`config.mk`:
```
export PLATFORM = sky130hd
export DESIGN_NAME = vc_search_trie_lookup
export DESIGN_NICKNAME = d
export VERILOG_FILES = /design/src/common/vc_lookup_pkg.sv /design/src/rtl/vc_search_trie_lookup.sv
export SDC_FILE = /design/constraint.sdc
export NUM_CORES = 1
export LEC_CHECK = 0
export BUFFER_PORTS_ARGS = -buffer_cell sky130_fd_sc_hd__buf_2
export CORE_MARGIN = 2
export CORE_UTILIZATION = 50
export DETAILED_ROUTE_END_ITERATION = 12
export PLACE_DENSITY = 0.71
export SETUP_SLACK_MARGIN = 0.2
export SYNTH_ARGS = -nofsm -noshare
export SYNTH_HDL_FRONTEND = slang
export SYNTH_SLANG_ARGS = --single-unit
```
`constraint.sdc`:
```
create_clock -name MCLK_I -period 17 [get_ports MCLK_I]
set_clock_uncertainty 0.2 [all_clocks]
set_input_delay 0.85 -clock MCLK_I [delete_from_list [all_inputs] [get_ports MCLK_I]]
set_output_delay 0.85 -clock MCLK_I [all_outputs]
set_load 0.01 [all_outputs]
```
`src/common/vc_lookup_pkg.sv`:
```
// shared constants and types for the virtual connection lookup engine
// assumes one clock domain; sram region map and entry layouts are fixed here
package vc_lookup_pkg;

   // ----------------------------------------------------------------
   // widths
   // ----------------------------------------------------------------
   localparam int AXI_AW = 8;
   localparam int SA_W = 20;
   localparam int SD_W = 40;
   localparam int KEY_W = 48;
   localparam int VC_W = 16;
   localparam int SEL_W = 6;
   localparam int TAG_W = 28;

   // ----------------------------------------------------------------
   // register indices and byte addresses (byte address = index * 4)
   // ----------------------------------------------------------------
   localparam logic [7:0] IDX_MASTER_CFG = 8'h01;
   localparam logic [7:0] IDX_RAM_ADDR = 8'h21;
   localparam logic [7:0] IDX_RAM_DATA_LO = 8'h22;
   localparam logic [7:0] IDX_RAM_DATA_HI = 8'h23;
   localparam logic [7:0] IDX_RAM_CMD = 8'h24;
   localparam logic [7:0] IDX_LKP_STATUS = 8'h25;
   localparam logic [7:0] ADDR_MASTER_CFG = {IDX_MASTER_CFG[5:0], 2'b00};
   localparam logic [7:0] ADDR_RAM_ADDR = {IDX_RAM_ADDR[5:0], 2'b00};
   localparam logic [7:0] ADDR_RAM_DATA_LO = {IDX_RAM_DATA_LO[5:0], 2'b00};
   localparam logic [7:0] ADDR_RAM_DATA_HI = {IDX_RAM_DATA_HI[5:0], 2'b00};
   localparam logic [7:0] ADDR_RAM_CMD = {IDX_RAM_CMD[5:0], 2'b00};
   localparam logic [7:0] ADDR_LKP_STATUS = {IDX_LKP_STATUS[5:0], 2'b00};

   // ----------------------------------------------------------------
   // register fields and reset values
   // ----------------------------------------------------------------
   localparam int CFG_STANDBY_BIT = 0;
   localparam logic [7:0] CFG_RESET = 8'h01;
   localparam int CMD_GO_BIT = 0;
   localparam int CMD_READ_BIT = 1;
   localparam int CMD_BUSY_BIT = 0;
   localparam int STAT_HIT_BIT = 16;
   localparam int STAT_BUSY_BIT = 17;

   // ----------------------------------------------------------------
   // sram regions (sram_region_select_bits) and entry layouts
   // ----------------------------------------------------------------
   localparam logic [3:0] REGION_PRI = 4'h1;
   localparam logic [3:0] REGION_SEC = 4'h2;
   localparam logic [3:0] REGION_VC = 4'h3;
   localparam int SEC_LEFT_VC_BIT = 39;
   localparam int SEC_RIGHT_VC_BIT = 38;
   localparam int SEC_SEL_LSB = 32;
   localparam int SEC_LEFT_LSB = 16;
   localparam int SEC_RIGHT_LSB = 0;
   localparam int REC_ACTIVE_BIT = 39;
   localparam logic [VC_W-1:0] NULL_PTR = 16'h0000;

   // ----------------------------------------------------------------
   // timing
   // ----------------------------------------------------------------
   localparam int CLK_PERIOD_NS = 50;
   localparam int HOST_ACC_MAX_NS = 800;
   localparam int HOST_ACC_MAX_CYC = HOST_ACC_MAX_NS / CLK_PERIOD_NS;
   localparam int SRAM_LAT = 1;
   localparam int SYNC_STAGES = 2;
   // strobe flop, then sram latency, then the two sync stages on the data pins
   localparam logic [2:0] ACC_CYC = 3'(1 + SRAM_LAT + SYNC_STAGES);

   localparam logic [1:0] AXI_OKAY = 2'b00;
   localparam logic [1:0] AXI_SLVERR = 2'b10;

   // ----------------------------------------------------------------
   // types
   // ----------------------------------------------------------------
   typedef struct packed {
      logic [SA_W-1:0] addr;
      logic [SD_W-1:0] wdata;
      logic data_oe;
      logic we_n;
      logic ce_n;
   } sram_out_type;

   typedef struct packed {
      logic hit;
      logic [VC_W-1:0] vc_addr;
   } lookup_result_type;

   typedef enum logic {
      M_IDLE = 1'b0,
      M_BUSY = 1'b1
   } mem_state_type;

   typedef enum logic [1:0] {
      PH_IDLE = 2'b00,
      PH_PRI = 2'b01,
      PH_NODE = 2'b10,
      PH_REC = 2'b11
   } lk_phase_type;

endpackage

```
`src/rtl/vc_search_trie_lookup.sv`:
```
// search-tree lookup engine with axi4-lite registers and indirect sram access
// assumes a synchronous sram with one cycle read latency and a key source on MCLK_I
//
// Added by the designer: register access over AXI4-Lite.
`timescale 1ns/1ps
`default_nettype none

module vc_search_trie_lookup
   import vc_lookup_pkg::*;
(
   input wire logic MCLK_I, // 20 MHz clock
   input wire logic RST_I, // async reset, active high
   input wire logic [AXI_AW-1:0] AXI_AWADDR_I, // write address
   input wire logic AXI_AWVALID_I, // write address valid
   output logic AXI_AWREADY_O, // write address ready
   input wire logic [31:0] AXI_WDATA_I, // write data
   input wire logic [3:0] AXI_WSTRB_I, // byte enables
   input wire logic AXI_WVALID_I, // write data valid
   output logic AXI_WREADY_O, // write data ready
   output logic [1:0] AXI_BRESP_O, // write response
   output logic AXI_BVALID_O, // write response valid
   input wire logic AXI_BREADY_I, // write response ready
   input wire logic [AXI_AW-1:0] AXI_ARADDR_I, // read address
   input wire logic AXI_ARVALID_I, // read address valid
   output logic AXI_ARREADY_O, // read address ready
   output logic [31:0] AXI_RDATA_O, // read data
   output logic [1:0] AXI_RRESP_O, // read response
   output logic AXI_RVALID_O, // read data valid
   input wire logic AXI_RREADY_I, // read data ready
   input wire logic LKP_REQ_I, // lookup request
   input wire logic [VC_W-1:0] LKP_PRI_I, // primary key, table index
   input wire logic [KEY_W-1:0] LKP_KEY_I, // secondary key
   output logic LKP_BUSY_O, // lookup in progress
   output logic LKP_DONE_O, // result pulse
   output lookup_result_type LKP_RES_O, // hit flag and vc address
   output sram_out_type SRAM_O, // sram address, data, strobes
   input wire logic [SD_W-1:0] SRAM_D_I // sram data pins
);

   // ----------------------------------------------------------------
   // declarations
   // ----------------------------------------------------------------
   logic [SD_W-1:0] sd_meta_reg, sd_sync_reg;
   logic aw_hold_reg, aw_hold_next, w_hold_reg, w_hold_next;
   logic [AXI_AW-1:0] aw_addr_reg, aw_addr_next;
   logic [31:0] wdata_reg, wdata_next;
   logic [3:0] wstrb_reg, wstrb_next;
   logic bvalid_reg, bvalid_next, rvalid_reg, rvalid_next;
   logic [1:0] bresp_reg, bresp_next, rresp_reg, rresp_next;
   logic [31:0] rdata_reg, rdata_next;
   logic awready_reg, awready_next, wready_reg, wready_next, arready_reg, arready_next;
   logic [7:0] cfg_reg, cfg_next;
   logic [SA_W-1:0] ram_addr_reg, ram_addr_next;
   logic [SD_W-1:0] ram_data_reg, ram_data_next;
   logic host_go_reg, host_go_next, host_read_reg, host_read_next;
   mem_state_type mstate_reg, mstate_next;
   lk_phase_type phase_reg, phase_next;
   logic [2:0] cnt_reg, cnt_next;
   logic owner_host_reg, owner_host_next;
   logic host_pend_reg, host_pend_next, host_done_reg, host_done_next;
   logic [SD_W-1:0] host_rdata_reg, host_rdata_next;
   logic [SA_W-1:0] lk_addr_reg, lk_addr_next;
   logic [VC_W-1:0] lk_pri_reg, lk_pri_next;
   logic [KEY_W-1:0] lk_key_reg, lk_key_next;
   logic busy_reg, busy_next, done_reg, done_next;
   lookup_result_type res_reg, res_next;
   sram_out_type sram_reg, sram_next;

   // merge byte lanes of a write into an old word
   function automatic logic [31:0] merge(input logic [31:0] old, input logic [31:0] nw, input logic [3:0] be);
      logic [31:0] r;
      r = old;
      for (int i = 0; i < 4; i++) begin
         if (be[i]) begin
            r[i*8 +: 8] = nw[i*8 +: 8];
         end
      end
      return r;
   endfunction

   // ----------------------------------------------------------------
   // sram data pin synchroniser
   // ----------------------------------------------------------------
   // the data pins sit outside the clock domain, so two stages before use
   always_ff @(posedge MCLK_I or posedge RST_I) begin
      if (RST_I) begin
         sd_meta_reg <= '0;
         sd_sync_reg <= '0;
      end else begin
         sd_meta_reg <= SRAM_D_I;
         sd_sync_reg <= sd_meta_reg;
      end
   end

   // ----------------------------------------------------------------
   // axi4-lite slave and register file
   // ----------------------------------------------------------------
   // address and data are taken in either order; one write at a time
   always_comb begin
      logic [31:0] w;
      w = '0;
      aw_hold_next = aw_hold_reg;
      aw_addr_next = aw_addr_reg;
      w_hold_next = w_hold_reg;
      wdata_next = wdata_reg;
      wstrb_next = wstrb_reg;
      bvalid_next = bvalid_reg;
      bresp_next = bresp_reg;
      rvalid_next = rvalid_reg;
      rresp_next = rresp_reg;
      rdata_next = rdata_reg;
      cfg_next = cfg_reg;
      ram_addr_next = ram_addr_reg;
      ram_data_next = ram_data_reg;
      host_go_next = 1'b0;
      host_read_next = host_read_reg;
      if (AXI_AWVALID_I && !aw_hold_reg && !bvalid_reg) begin
         aw_hold_next = 1'b1;
         aw_addr_next = AXI_AWADDR_I;
      end
      if (AXI_WVALID_I && !w_hold_reg && !bvalid_reg) begin
         w_hold_next = 1'b1;
         wdata_next = AXI_WDATA_I;
         wstrb_next = AXI_WSTRB_I;
      end
      if (bvalid_reg && AXI_BREADY_I) begin
         bvalid_next = 1'b0;
      end
      // indirect read data returns from the engine
      if (host_done_reg && host_read_reg) begin
         ram_data_next = host_rdata_reg;
      end
      if (aw_hold_reg && w_hold_reg && !bvalid_reg) begin
         aw_hold_next = 1'b0;
         w_hold_next = 1'b0;
         bvalid_next = 1'b1;
         bresp_next = AXI_OKAY;
         unique case (aw_addr_reg)
            ADDR_MASTER_CFG: begin
               w = merge({24'h000000, cfg_reg}, wdata_reg, wstrb_reg);
               cfg_next = w[7:0]; // standby gates lookups
            end
            ADDR_RAM_ADDR: begin
               w = merge({12'h000, ram_addr_reg}, wdata_reg, wstrb_reg);
               ram_addr_next = w[SA_W-1:0];
            end
            ADDR_RAM_DATA_LO: begin
               ram_data_next[31:0] = merge(ram_data_reg[31:0], wdata_reg, wstrb_reg);
            end
            ADDR_RAM_DATA_HI: begin
               w = merge({24'h000000, ram_data_reg[SD_W-1:32]}, wdata_reg, wstrb_reg);
               ram_data_next[SD_W-1:32] = w[7:0];
            end
            ADDR_RAM_CMD: begin
               // a command while one is pending is dropped; poll busy first
               if (wstrb_reg[0] && wdata_reg[CMD_GO_BIT] && !host_pend_reg && !(owner_host_reg && mstate_reg == M_BUSY)) begin
                  host_go_next = 1'b1;
                  host_read_next = wdata_reg[CMD_READ_BIT];
               end
            end
            default: begin
               bresp_next = AXI_SLVERR;
            end
         endcase
      end
      if (rvalid_reg && AXI_RREADY_I) begin
         rvalid_next = 1'b0;
      end
      if (AXI_ARVALID_I && !rvalid_reg) begin
         rvalid_next = 1'b1;
         rresp_next = AXI_OKAY;
         rdata_next = '0;
         unique case (AXI_ARADDR_I)
            ADDR_MASTER_CFG: rdata_next[7:0] = cfg_reg;
            ADDR_RAM_ADDR: rdata_next[SA_W-1:0] = ram_addr_reg;
            ADDR_RAM_DATA_LO: rdata_next = ram_data_reg[31:0];
            ADDR_RAM_DATA_HI: rdata_next[7:0] = ram_data_reg[SD_W-1:32];
            ADDR_RAM_CMD: rdata_next[CMD_BUSY_BIT] = host_pend_reg | host_go_reg | (owner_host_reg & (mstate_reg == M_BUSY));
            ADDR_LKP_STATUS: begin
               rdata_next[VC_W-1:0] = res_reg.vc_addr;
               rdata_next[STAT_HIT_BIT] = res_reg.hit;
               rdata_next[STAT_BUSY_BIT] = busy_reg;
            end
            default: rresp_next = AXI_SLVERR;
         endcase
      end
      // readys registered from next state so the ports come from flops
      awready_next = !aw_hold_next && !bvalid_next;
      wready_next = !w_hold_next && !bvalid_next;
      arready_next = !rvalid_next;
   end

   // register the bus and register file state
   always_ff @(posedge MCLK_I or posedge RST_I) begin
      if (RST_I) begin
         aw_hold_reg <= 1'b0;
         aw_addr_reg <= '0;
         w_hold_reg <= 1'b0;
         wdata_reg <= '0;
         wstrb_reg <= '0;
         bvalid_reg <= 1'b0;
         bresp_reg <= AXI_OKAY;
         rvalid_reg <= 1'b0;
         rresp_reg <= AXI_OKAY;
         rdata_reg <= '0;
         cfg_reg <= CFG_RESET; // async reset puts the engine in standby
         ram_addr_reg <= '0;
         ram_data_reg <= '0;
         host_go_reg <= 1'b0;
         host_read_reg <= 1'b0;
         awready_reg <= 1'b1;
         wready_reg <= 1'b1;
         arready_reg <= 1'b1;
      end else begin
         aw_hold_reg <= aw_hold_next;
         aw_addr_reg <= aw_addr_next;
         w_hold_reg <= w_hold_next;
         wdata_reg <= wdata_next;
         wstrb_reg <= wstrb_next;
         bvalid_reg <= bvalid_next;
         bresp_reg <= bresp_next;
         rvalid_reg <= rvalid_next;
         rresp_reg <= rresp_next;
         rdata_reg <= rdata_next;
         cfg_reg <= cfg_next;
         ram_addr_reg <= ram_addr_next;
         ram_data_reg <= ram_data_next;
         host_go_reg <= host_go_next;
         host_read_reg <= host_read_next;
         awready_reg <= awready_next;
         wready_reg <= wready_next;
         arready_reg <= arready_next;
      end
   end

   // ----------------------------------------------------------------
   // sram access sequencer and tree walk
   // ----------------------------------------------------------------
   // accesses are atomic and host requests win the next free slot, so a
   // host access waits at most one lookup access: bounded well under 16 cycles
   always_comb begin
      logic [VC_W-1:0] ptr;
      logic [SEL_W-1:0] sel;
      logic is_vc;
      logic key_bit;
      ptr = '0;
      sel = '0;
      is_vc = 1'b0;
      key_bit = 1'b0;
      mstate_next = mstate_reg;
      phase_next = phase_reg;
      cnt_next = cnt_reg;
      owner_host_next = owner_host_reg;
      host_pend_next = host_pend_reg | host_go_reg;
      host_done_next = 1'b0;
      host_rdata_next = host_rdata_reg;
      lk_addr_next = lk_addr_reg;
      lk_pri_next = lk_pri_reg;
      lk_key_next = lk_key_reg;
      done_next = 1'b0;
      res_next = res_reg;
      sram_next = sram_reg;
      sram_next.we_n = 1'b1;
      sram_next.ce_n = 1'b1;
      sram_next.data_oe = 1'b0;
      // take a new lookup only when the walk is idle
      if (phase_reg == PH_IDLE && LKP_REQ_I && !busy_reg) begin
         lk_key_next = LKP_KEY_I;
         lk_pri_next = LKP_PRI_I;
         if (cfg_reg[CFG_STANDBY_BIT]) begin
            done_next = 1'b1; // standby: no tree is trusted, cell is dropped
            res_next = '0;
         end else begin
            phase_next = PH_PRI;
            lk_addr_next = {REGION_PRI, LKP_PRI_I};
         end
      end
      unique case (mstate_reg)
         M_IDLE: begin
            if (host_pend_reg) begin
               host_pend_next = host_go_reg; // a go in the same cycle wins over the clear
               owner_host_next = 1'b1;
               mstate_next = M_BUSY;
               cnt_next = ACC_CYC;
               sram_next.ce_n = 1'b0;
               sram_next.addr = ram_addr_reg;
               sram_next.wdata = ram_data_reg;
               sram_next.we_n = host_read_reg;
               sram_next.data_oe = !host_read_reg;
            end else if (phase_reg != PH_IDLE) begin
               owner_host_next = 1'b0;
               mstate_next = M_BUSY;
               cnt_next = ACC_CYC;
               sram_next.ce_n = 1'b0;
               sram_next.addr = lk_addr_reg;
            end
         end
         M_BUSY: begin
            cnt_next = cnt_reg - 3'h1;
            if (cnt_reg == 3'h1) begin
               mstate_next = M_IDLE;
               if (owner_host_reg) begin
                  host_done_next = 1'b1;
                  host_rdata_next = sd_sync_reg;
               end else begin
                  unique case (phase_reg)
                     PH_PRI: begin
                        ptr = sd_sync_reg[VC_W-1:0];
                        if (ptr == NULL_PTR) begin
                           phase_next = PH_IDLE; // empty tree is a miss
                           done_next = 1'b1;
                           res_next = '0;
                        end else begin
                           phase_next = PH_NODE;
                           lk_addr_next = {REGION_SEC, ptr};
                        end
                     end
                     PH_NODE: begin
                        sel = sd_sync_reg[SEC_SEL_LSB +: SEL_W];
                        // select 0 names the key msb; out of range reads as zero
                        if (sel <= SEL_W'(KEY_W - 1)) begin
                           key_bit = lk_key_reg[SEL_W'(KEY_W - 1) - sel];
                        end
                        if (key_bit) begin
                           ptr = sd_sync_reg[SEC_LEFT_LSB +: VC_W]; // one goes left
                           is_vc = sd_sync_reg[SEC_LEFT_VC_BIT];
                        end else begin
                           ptr = sd_sync_reg[SEC_RIGHT_LSB +: VC_W]; // zero goes right
                           is_vc = sd_sync_reg[SEC_RIGHT_VC_BIT];
                        end
                        phase_next = is_vc ? PH_REC : PH_NODE;
                        lk_addr_next = {(is_vc ? REGION_VC : REGION_SEC), ptr};
                     end
                     PH_REC: begin
                        // unlinked or inactive records never confirm
                        phase_next = PH_IDLE;
                        done_next = 1'b1;
                        res_next.hit = sd_sync_reg[REC_ACTIVE_BIT] && (sd_sync_reg[TAG_W-1:0] == lk_key_reg[TAG_W-1:0]);
                        res_next.vc_addr = res_next.hit ? lk_addr_reg[VC_W-1:0] : NULL_PTR;
                     end
                     default: begin
                        phase_next = PH_IDLE;
                     end
                  endcase
               end
            end
         end
      endcase
      busy_next = (phase_next != PH_IDLE);
   end

   // register the sequencer and walk state
   always_ff @(posedge MCLK_I or posedge RST_I) begin
      if (RST_I) begin
         mstate_reg <= M_IDLE;
         phase_reg <= PH_IDLE;
         cnt_reg <= '0;
         owner_host_reg <= 1'b0;
         host_pend_reg <= 1'b0;
         host_done_reg <= 1'b0;
         host_rdata_reg <= '0;
         lk_addr_reg <= '0;
         lk_pri_reg <= '0;
         lk_key_reg <= '0;
         busy_reg <= 1'b0;
         done_reg <= 1'b0;
         res_reg <= '0;
         sram_reg <= '{addr: '0, wdata: '0, data_oe: 1'b0, we_n: 1'b1, ce_n: 1'b1};
      end else begin
         mstate_reg <= mstate_next;
         phase_reg <= phase_next;
         cnt_reg <= cnt_next;
         owner_host_reg <= owner_host_next;
         host_pend_reg <= host_pend_next;
         host_done_reg <= host_done_next;
         host_rdata_reg <= host_rdata_next;
         lk_addr_reg <= lk_addr_next;
         lk_pri_reg <= lk_pri_next;
         lk_key_reg <= lk_key_next;
         busy_reg <= busy_next;
         done_reg <= done_next;
         res_reg <= res_next;
         sram_reg <= sram_next;
      end
   end

   // ----------------------------------------------------------------
   // outputs, all straight from flip-flops
   // ----------------------------------------------------------------
   assign AXI_AWREADY_O = awready_reg;
   assign AXI_WREADY_O = wready_reg;
   assign AXI_BVALID_O = bvalid_reg;
   assign AXI_BRESP_O = bresp_reg;
   assign AXI_ARREADY_O = arready_reg;
   assign AXI_RVALID_O = rvalid_reg;
   assign AXI_RDATA_O = rdata_reg;
   assign AXI_RRESP_O = rresp_reg;
   assign LKP_BUSY_O = busy_reg;
   assign LKP_DONE_O = done_reg;
   assign LKP_RES_O = res_reg;
   assign SRAM_O = sram_reg;

endmodule

`default_nettype wire

```
==> results.md, run 1 <==
- Largest family of logic cells by synthesized area: multiplexers
- FMAX: 316 MHz
- CTS root buf: clkbuf_16
- Compound-Gate Fraction of Synth Area: 0.106
- Min-delay src: sd_meta_reg[17]$_DFF_PP0_
- Crit Path Max Fanout: 129
- Hpwl dp: 32700 um
- Dpl cells: 2133
- Hold Path End: sd_sync_reg[17]$_DFF_PP0_
- Number of global-route vias before repair: 12200
- Outcome: finished, final reports clean
- Most numerous cell in the Yosys netlist: dfrtp_1
- Sequential share of power: 0.482
- Clk_lat worst skew: 0.54 ns
- Final WL: 46200 um
- Layout cell share with drive strength beyond 1: 0.287
- Synth Area in Adders: 0.00504
- Max cap viols: 0
- Port Buf Inserts: 284
- DRC Markers: 0
- Ys flop type: dfrtp_1
- Leak: 10.2 nW
- Final Max Slew Viols: 0
- Post-CTS Setup Bufs: 0
- Worst slew pin tran: 1.21 ns
- CP startpoint kind: input pin
- Mapped Cells: 1451
- Fin cells: 2211
- Worst rel slew slack: 0.189
- Cell Rows: 68
- DR pass1 iterations: 5
- Via density per instance: 5.57
- Xor/xnor share of the synthesized area: 0.0141
- Largest area contributor in the netlist: dfrtp_1
- Setup slack, reg-to-reg: 13.92 ns
- Io pins: 287
- Sequential-to-total area share from yosys stat: 0.625
- Setup violations, final: 0
- Area of the mapped netlist: 0.0174 mm^2
- Clk buf depth: 3
- Hold Buf Count CTS: 0
- Finished Cell Area: 0.0207 mm^2
- Post-route minimum period: 3.16 ns
- # diodes: 0
- Hold depth: 0
- Ys Warns: 0
- Layout Utilization: 0.603
- Reg clk slew, reported paths: 0.06 ns
- Power density cells: 147 mW/mm^2
- Initial Util: 0.506
- Crit path DAT: 3.46 ns
- Starting DRT DRC Count: 1016
- Net Sw Power: 0.896 mW
- Fin crit share: 0.186
- Crit. End Element: asynchronous set/reset pin
- Max reg flops: 63
- DR vias: 12300
- TritonCTS clock tree: yes
- Final net count: 1896
- Synth unique cells: 59
- Combinational fraction of design power: 0.189
- Async SR Flop Fraction: 1.00
- Fraction of synthesized area in multiplexers: 0.126
- DRT antenna net count: 0
- Critical path type: input pin to asynchronous set/reset pin
- CTS Buf Count: 45
- First-pass GRT wire length: 71200 um
- Worst Hold Class: flop to flop
- Die Span X: 190 um
- Placed cell areas: 0.0192 mm^2
- R2r endpoint: lk_addr_reg[13]$_DFF_PP0_
- Clk sinks: 434
- Clock power frac: 0.329
- Final TNS setup: 0 ns
- Synth top area share: 0.616
- RePlAce Congestion: 0.856
- Layout Area Growth over Synthesis: 19.2%
- Sw Ratio: 0.294
- Fin. Hold Viols: 0
- Post-cts resize count: 0
- Total global-route track usage: 0.258
- Pint: 2.16 mW
- Cells on worst reg2reg path: 8
- Seq cells post-synth: 434
- Die Y: 190 um
- Gr ovfl total: 0
- Core area: 0.0344 mm^2
- RSZ-0062 raised after global routing: no
- Syn Area/Cell: 12.0 um^2
- EDFF count, synth: 0
- RR Startpoint: cnt_reg[1]$_DFFE_PP0P_
- DR WL/cell: 20.9 um
- Req. time, crit path: 17.30 ns
- Largest net degree at the start of global routing: 130
- VDD IR max: 0.0000726 V
- Full die area: 0.0363 mm^2
- H-tree depth: 2
- Synth area leaders: dfrtp_1 (62%), mux2_2 (7.4%), nand2_1 (6.0%), mux2i_1 (3.9%), o21ai_0 (3.0%)
- Post-synth top cells: dfrtp_1 (428), nand2_1 (279), mux2_2 (114)
- Initial antenna violation count: 2
- Simple-gate share of the synthesized area: 0.0940
through the flow:
| stage | hold WS, ns | worst slack, ns | power, mW |
|---|---|---|---|
| floorplan | 0.131 | 3.87 | 1.84 |
| global placement | 0.133 | 13.19 | 2.03 |
| detailed placement | 0.135 | 13.15 | 2.06 |
| CTS | 0.148 | 13.72 | 3.07 |
| global route | 0.149 | 13.33 | 3.22 |
| finish | 0.144 | 13.84 | 3.05 |
critical path, stage by stage:
cell	delay, ns
buf_2	0.13
inv_8	0.58
buf_4	0.79
buf_4	0.93
how the worst max path moves through the flow:
stage	cells after the start	startpoint	to	slack, ns
floorplan	1	RST_I	AXI_BRESP_O[1]$_DFFE_PP0P_	3.87
global placement	4	RST_I	lk_addr_reg[9]$_DFF_PP0_	13.19
detailed placement	4	RST_I	host_rdata_reg[27]$_DFFE_PP0P_	13.15
CTS	4	RST_I	sd_meta_reg[29]$_DFF_PP0_	13.72
global route	4	RST_I	host_rdata_reg[19]$_DFFE_PP0P_	13.33
finish	4	RST_I	wdata_reg[30]$_DFFE_PP0P_	13.84
per-layer routing:
| metal | share of wire | wire (um) | vias to the layer above | global-route usage |
|---|---|---|---|---|
| li1 | - | - | 5608 | - |
| met1 | 0.44 | 20500 | 6100 | 0.383 |
| met2 | 0.45 | 21000 | 519 | 0.395 |
| met3 | 0.075 | 3440 | 80 | 0.0412 |
| met4 | 0.027 | 1270 | 0 | 0.0707 |
| met5 | 0 | 0 | - | 0 |
placed cells by master (no fill, tap or decap), types with 4 or more instances in the layout:
cell / netlist / final
clkbuf_16: 0 / 45
a221oi_1: 9 / 9
a22o_1: 31 / 31
buf_4: 2 / 18
nor2_1: 27 / 25
nand3b_1: 4 / 4
dfstp_2: 6 / 6
nand4_1: 6 / 6
o21ai_1: 5 / 5
a21o_1: 9 / 9
o22ai_1: 34 / 34
dfrtp_1: 428 / 428
mux2_2: 114 / 114
mux2i_1: 68 / 68
o2bb2ai_1: 16 / 16
nand2b_1: 9 / 7
a21oi_1: 39 / 39
clkbuf_8: 0 / 13
mux2_1: 4 / 4
ha_1: 7 / 7
nor2b_1: 11 / 10
xor2_1: 19 / 19
o21bai_1: 15 / 15
nor4_1: 12 / 12
xnor2_1: 9 / 9
o21ai_0: 103 / 103
nor3_1: 10 / 9
nand3_1: 5 / 5
buf_2: 6 / 284
clkbuf_1: 54 / 11
inv_1: 46 / 45
nand2_1: 279 / 278
a222oi_1: 10 / 10
bufinv_16: 0 / 5
mux4_1: 5 / 5
logic make-up after synthesis:
| logic type | after synthesis |
|---|---|
| xor+xnor | 28 |
| mux | 193 |
| compound gates | 284 |
| fa+ha+maj | 7 |
| flops | 434 |
| simple gates | 382 |
| other cells | 1 |
| buf+inv | 122 |
power groups by stage:
stage | logic [mW] | clock network [mW] | registers, mW
2_1_floorplan | 0.426 | 0 | 1.41
3_3_place_gp | 0.554 | 0 | 1.47
3_5_place_dp | 0.574 | 0 | 1.48
4_1_cts | 0.580 | 1.02 | 1.47
5_1_grt | 0.650 | 1.07 | 1.50
6_report | 0.576 | 1.01 | 1.47
final cells by class:
type | count | area [um^2]
repair buffers | 302 | 1560
well taps | 455 | 569
clock inverters | 9 | 176
inverters | 46 | 180
multi-input cells | 896 | 6030
clock buffers | 69 | 1350
fillers | 2844 | 13600
flip-flops and latches | 434 | 10900
No activity file was read; power rests on OpenSTA's default activity.
==> inputs of run 2 (changes only) <==
==> constraint.sdc (replaced) <==
create_clock -name MCLK_I -period 3.15 [get_ports MCLK_I]
set_clock_uncertainty 0.2 [all_clocks]
set_input_delay 0.1575 -clock MCLK_I [delete_from_list [all_inputs] [get_ports MCLK_I]]
set_output_delay 0.1575 -clock MCLK_I [all_outputs]
set_load 0.01 [all_outputs]
==> results.md, run 2 (synthesis gave the netlist of run 1 again) <==
- Initial antenna violation count: 1
- Io pins: 287
- First-pass GRT wire length: 76100 um
- Die Y: 190 um
- RSZ-0062 raised after global routing: no
- DRT antenna net count: 0
- Crit Path Max Fanout: 15
- Met3 wire len: 3750 um
- Clk buf depth: 3
- Worst Hold Class: input pin to flop
- VDD IR max: 0.000475 V
- Met2 Routed Length: 22800 um
- Final WL: 49000 um
- Setup violations, final: 0
- Post-route minimum period: 2.80 ns
- Clk_lat worst skew: 0.55 ns
- Multi-input logic area: 0.00603 mm^2
- Crit path DAT: 2.98 ns
- Initial Util: 0.506
- Hpwl dp: 33300 um
- DRC Markers: 0
- Leak: 11.0 nW
- Worst rel slew slack: 0.256
- Starting DRT DRC Count: 1055
- Critical path type: flop to flop
- Fin. Hold Viols: 0
- Final TNS setup: 0 ns
- Reg clk slew, reported paths: 0.06 ns
- Post-CTS Setup Bufs: 0
- Seq. cell area: 0.0109 mm^2
- Top Metal Used: met4
- Final net count: 2064
- TritonCTS clock tree: yes
- Power density cells: 752 mW/mm^2
- H-tree depth: 2
- Fin crit share: 0.888
- Post-Route M1 WL: 20900 um
- Cell Rows: 68
- Req. time, crit path: 3.33 ns
- Layout cell share with drive strength beyond 1: 0.268
- CTS root buf: clkbuf_16
- Most common cell after layout, fill and taps aside: dfrtp_1
- Max reg flops: 63
- RePlAce Congestion: 0.911
- Port Buf Inserts: 284
- Outcome: finished, final reports clean
- Full die area: 0.0363 mm^2
- DR vias: 13100
- Worst slew pin tran: 1.12 ns
- Placed cell areas: 0.0193 mm^2
- CP startpoint kind: flop
- Finished Cell Area: 0.0225 mm^2
- Final Max Slew Viols: 0
- Number of global-route vias before repair: 13200
- CTS Buf Count: 45
- Die Span X: 190 um
- FILL cells: 2587
- Core area: 0.0344 mm^2
- DR WL/cell: 20.5 um
- Total global-route track usage: 0.274
- FMAX: 357 MHz
- Clk sinks: 434
- DR pass1 iterations: 5
- Largest net degree at the start of global routing: 151
- Via density per instance: 5.50
- Crit. End Element: flop
- WHS: 0.0534 ns
- Max cap viols: 0
- Gr ovfl total: 0
- Most frequent cells in the layout: dfrtp_1 (428), buf_2 (284), nand2_1 (278)
- Layout Area Growth over Synthesis: 29.4%
run 2: cell types whose count changed in the layout (fill, tap and decap cells not counted), sizes merged:
cell,before,now
dlygate4sd3,0,158
buf,302,312
clkinv,2,7
inv,47,45
bufinv,5,6
clkbuf,69,68
diode,0,1
run 2: what timing repair did:
action | in CTS | in global routing
hold buffers | 158 | 0
resized for setup | 0 | 0
hold endpoints to repair | 586 | 0
run 2: final cells by class:
class,count,share of cell area
well taps,455,0.0253
multi-input cells,896,0.268
clock buffers,68,0.0597
inverters,46,0.00784
flip-flops and latches,434,0.483
repair buffers,470,0.146
diodes,1,0.000111
clock inverters,13,0.0102
run 2: worst max-delay path, cell delays in order (launching register included):
cell and delay, ns:
dfrtp_1 0.74, mux2i_1 0.19, mux4_2 0.50, a22o_1 0.20
o211ai_2 0.20, buf_4 0.29, mux2i_1 0.24, o21bai_1 0.09
run 2: power breakdown:
group / internal [mW] / leakage, nW / switching (mW)
combinational: 1.64 / 4.61 / 1.70
clock: 3.43 / 0.774 / 2.14
sequential: 6.82 / 5.59 / 1.19
run 2: final timing paths:
check	start	to	slack [ns]	depth (start not counted)
worst max-delay path	sd_sync_reg[33]$_DFF_PP0_	lk_addr_reg[0]$_DFF_PP0_	0.35	7
worst min register to register	sd_meta_reg[11]$_DFF_PP0_	sd_sync_reg[11]$_DFF_PP0_	0.15	0
max in group asynchronous	RST_I	wdata_reg[12]$_DFFE_PP0P_	1.88	4
worst min-delay path	SRAM_D_I[31]	sd_meta_reg[31]$_DFF_PP0_	0.05	2
worst max register to register	sd_sync_reg[33]$_DFF_PP0_	lk_addr_reg[0]$_DFF_PP0_	0.35	7
min in group asynchronous	RST_I	sd_sync_reg[0]$_DFF_PP0_	0.11	4
run 2: per-layer routing:
metal	GRT usage	up-vias
met5	0	-
met4	0.0883	0
met3	0.0453	94
met2	0.439	595
met1	0.386	6455
li1	-	5951
run 2: per-stage QoR:
step           worst slack (ns)  cells  power (mW)  utilization
4_1_cts                   0.391   2382        16.9        0.655
3_5_place_dp              0.423   2143        11.2        0.563
5_1_grt                   0.217   2383        17.8        0.655
3_3_place_gp              0.524   2143        11.0        0.563
6_report                  0.353   2383        16.9        0.655
2_1_floorplan             -3.06   1452        9.93            -
==> inputs of run 3 (changes only) <==
--- a/config.mk
+++ b/config.mk
@@ -5,7 +5,7 @@
 export SDC_FILE = /design/constraint.sdc
 export NUM_CORES = 1
 export LEC_CHECK = 0
-export BUFFER_PORTS_ARGS = -buffer_cell sky130_fd_sc_hd__buf_2
+export BUFFER_PORTS_ARGS = -buffer_cell sky130_fd_sc_hd__buf_4
 export CORE_MARGIN = 2
 export CORE_UTILIZATION = 50
 export DETAILED_ROUTE_END_ITERATION = 12
==> constraint.sdc (replaced) <==
create_clock -name MCLK_I -period 2.85 [get_ports MCLK_I]
set_clock_uncertainty 0.2 [all_clocks]
set_input_delay 0.1425 -clock MCLK_I [delete_from_list [all_inputs] [get_ports MCLK_I]]
set_output_delay 0.1425 -clock MCLK_I [all_outputs]
set_load 0.01 [all_outputs]
==> results.md, run 3 (synthesis gave the netlist of run 1 again) <==
- Met1 Usage GRT: 0.385
- Layout Area Growth over Synthesis: 34.7%
- Clock power frac: 0.326
- Final net count: 2078
- Final Max Slew Viols: 0
- Pwr Total: 18.9 mW
- CTS Buf Count: 46
- Io pins: 287
- GRT busiest layer: met2
- Placed cell areas: 0.0202 mm^2
- Fin cells: 2401
- Worst Hold Class: input pin to flop
- Worst slack, placed: 0.121 ns
- Max reg flops: 63
- Via density per instance: 5.44
- Post-route minimum period: 2.53 ns
- Die Span X: 190 um
- GR Util met3: 0.0469
- Setup violations, final: 0
- DRC Markers: 0
- CTS root buf: clkbuf_16
- Gr ovfl total: 0
- Largest net degree at the start of global routing: 119
- Crit Path Max Fanout: 8
- CP startpoint: aw_addr_reg[1]$_DFFE_PP0P_
- Final WL: 49100 um
- Net Sw Power: 5.58 mW
- Fin. Hold Viols: 0
- Critical Path, Cell by Cell: nor4_2 > nand4_1 > or3_1 > nand2_1 > o21ai_1 > buf_4 > a21oi_1
- Req. time, crit path: 3.10 ns
- Cell Rows: 68
- Layout Utilization: 0.681
- Finished Cell Area: 0.0234 mm^2
- DR pass1 iterations: 5
- Worst rel slew slack: 0.257
- Core area: 0.0344 mm^2
- Crit-path max cell delay: 0.51 ns
- Power density cells: 807 mW/mm^2
- Worst slew pin tran: 1.11 ns
- Crit path DAT: 2.78 ns
- Dpl cells: 2155
- RSZ-0062 raised after global routing: no
- Hpwl dp: 34000 um
- Number of global-route vias before repair: 13200
- Setup slack, reg-to-reg: 0.32 ns
- Total global-route track usage: 0.275
- Crit. End Element: flop
- Reg clk slew, reported paths: 0.06 ns
- Slowest CP cell: or3_1
- Starting DRT DRC Count: 912
- Fin worst setup slack: 0.325 ns
- VDD IR max: 0.000483 V
- Most common cell after layout, fill and taps aside: dfrtp_1
- Critical path type: flop to flop
- Outcome: finished, final reports clean
- Combinational fraction of design power: 0.207
- Pint: 13.3 mW
- DR vias: 13100
- DR WL/cell: 20.5 um
- Initial antenna violation count: 1
- Clk sinks: 434
- CP startpoint kind: flop
- Cells on worst reg2reg path: 7
- RePlAce Congestion: 0.878
- TritonCTS clock tree: yes
- Most frequent cells in the layout: dfrtp_1 (425), buf_4 (314), nand2_1 (279)
- First-pass GRT wire length: 75700 um
- Fin crit share: 0.886
- Layout cell share with drive strength beyond 1: 0.279
- Sequential share of power: 0.466
- RR Startpoint: aw_addr_reg[1]$_DFFE_PP0P_
- Clk_lat worst skew: 0.55 ns
- Initial Util: 0.506
- Worst Setup EP: ram_data_reg[7]$_DFFE_PP0P_
- DRT antenna net count: 0
- Full die area: 0.0363 mm^2
- Sw Ratio: 0.295
- FMAX: 396 MHz
- Met2 usage: 0.438
- H-tree depth: 2
- Port Buf Inserts: 284
- Leak: 11.2 nW
- R2r endpoint: ram_data_reg[7]$_DFFE_PP0P_
- Clk buf depth: 3
- Max cap viols: 0
- Die Y: 190 um
-- run 3: changes by cell type in the layout (fill, tap and decap cells not counted), sizes merged --
| cell | delta |
|---|---|
| clkinvlp | +1 |
| inv | +2 |
| buf | +12 |
| dlygate4sd3 | +1 |
| diode | +1 |
| clkbuf | +4 |
| bufinv | -3 |
-- run 3: worst min-delay path by stage --
| stage | endpoint | from | cells after the start |
|---|---|---|---|
| after floorplan | sd_meta_reg[0]$_DFF_PP0_ | SRAM_D_I[0] | 0 |
| after global placement | sd_sync_reg[2]$_DFF_PP0_ | RST_I | 2 |
| after detailed placement | sd_sync_reg[2]$_DFF_PP0_ | RST_I | 2 |
| after CTS | sd_meta_reg[32]$_DFF_PP0_ | SRAM_D_I[32] | 2 |
| after global routing | sd_meta_reg[24]$_DFF_PP0_ | SRAM_D_I[24] | 2 |
| final | sd_meta_reg[32]$_DFF_PP0_ | SRAM_D_I[32] | 2 |
-- run 3: what timing repair did --
action | CTS | global route
hold buffers | 159 | 0
hold endpoints to repair | 488 | 0
setup endpoints to repair | 24 | 87
resized for setup | 2 | 7
buffers inserted | 0 | 0
-- run 3: stage by stage --
| stage | setup TNS, ns | hold slack (ns) |
|---|---|---|
| after global placement | 0 | -0.00602 |
| after global routing | 0 | 0.0364 |
| after detailed placement | 0 | -0.00803 |
| after CTS | 0 | 0.0215 |
| after floorplan | -1443.71 | -0.0261 |
| final | 0 | 0.0384 |
-- run 3: final cells by class --
type / instances / area [um^2]
diodes: 2 / 5.00
clock buffers: 72 / 1450
clock inverters: 13 / 150
fillers: 2552 / 10900
inverters: 46 / 176
multi-input cells: 896 / 6050
flip-flops and latches: 434 / 10900
well taps: 455 / 569
repair buffers: 483 / 4150
-- run 3: per-layer routing --
| layer | vias up | part of all wire |
|---|---|---|
| met5 | - | 0 |
| met4 | 0 | 0.031 |
| met3 | 102 | 0.073 |
| met2 | 519 | 0.47 |
| met1 | 6451 | 0.42 |
| li1 | 5979 | - |
-- run 3: worst max-delay path, delay by kind of cell, from the launching register on --
family	cells	cell delay, ns
flip-flops	1	0.39
buffers and inverters	1	0.19
AND/OR/NAND/NOR	4	1.38
AO/OA/AOI/OAI	2	0.29
-- run 3: power groups by stage --
stage	registers, mW	clock network, mW	logic [mW]
2_1_floorplan	8.43	0	2.54
3_3_place_gp	8.81	0	3.55
3_5_place_dp	8.87	0	3.70
4_1_cts	8.77	6.27	3.92
5_1_grt	8.97	6.52	4.37
6_report	8.81	6.16	3.92
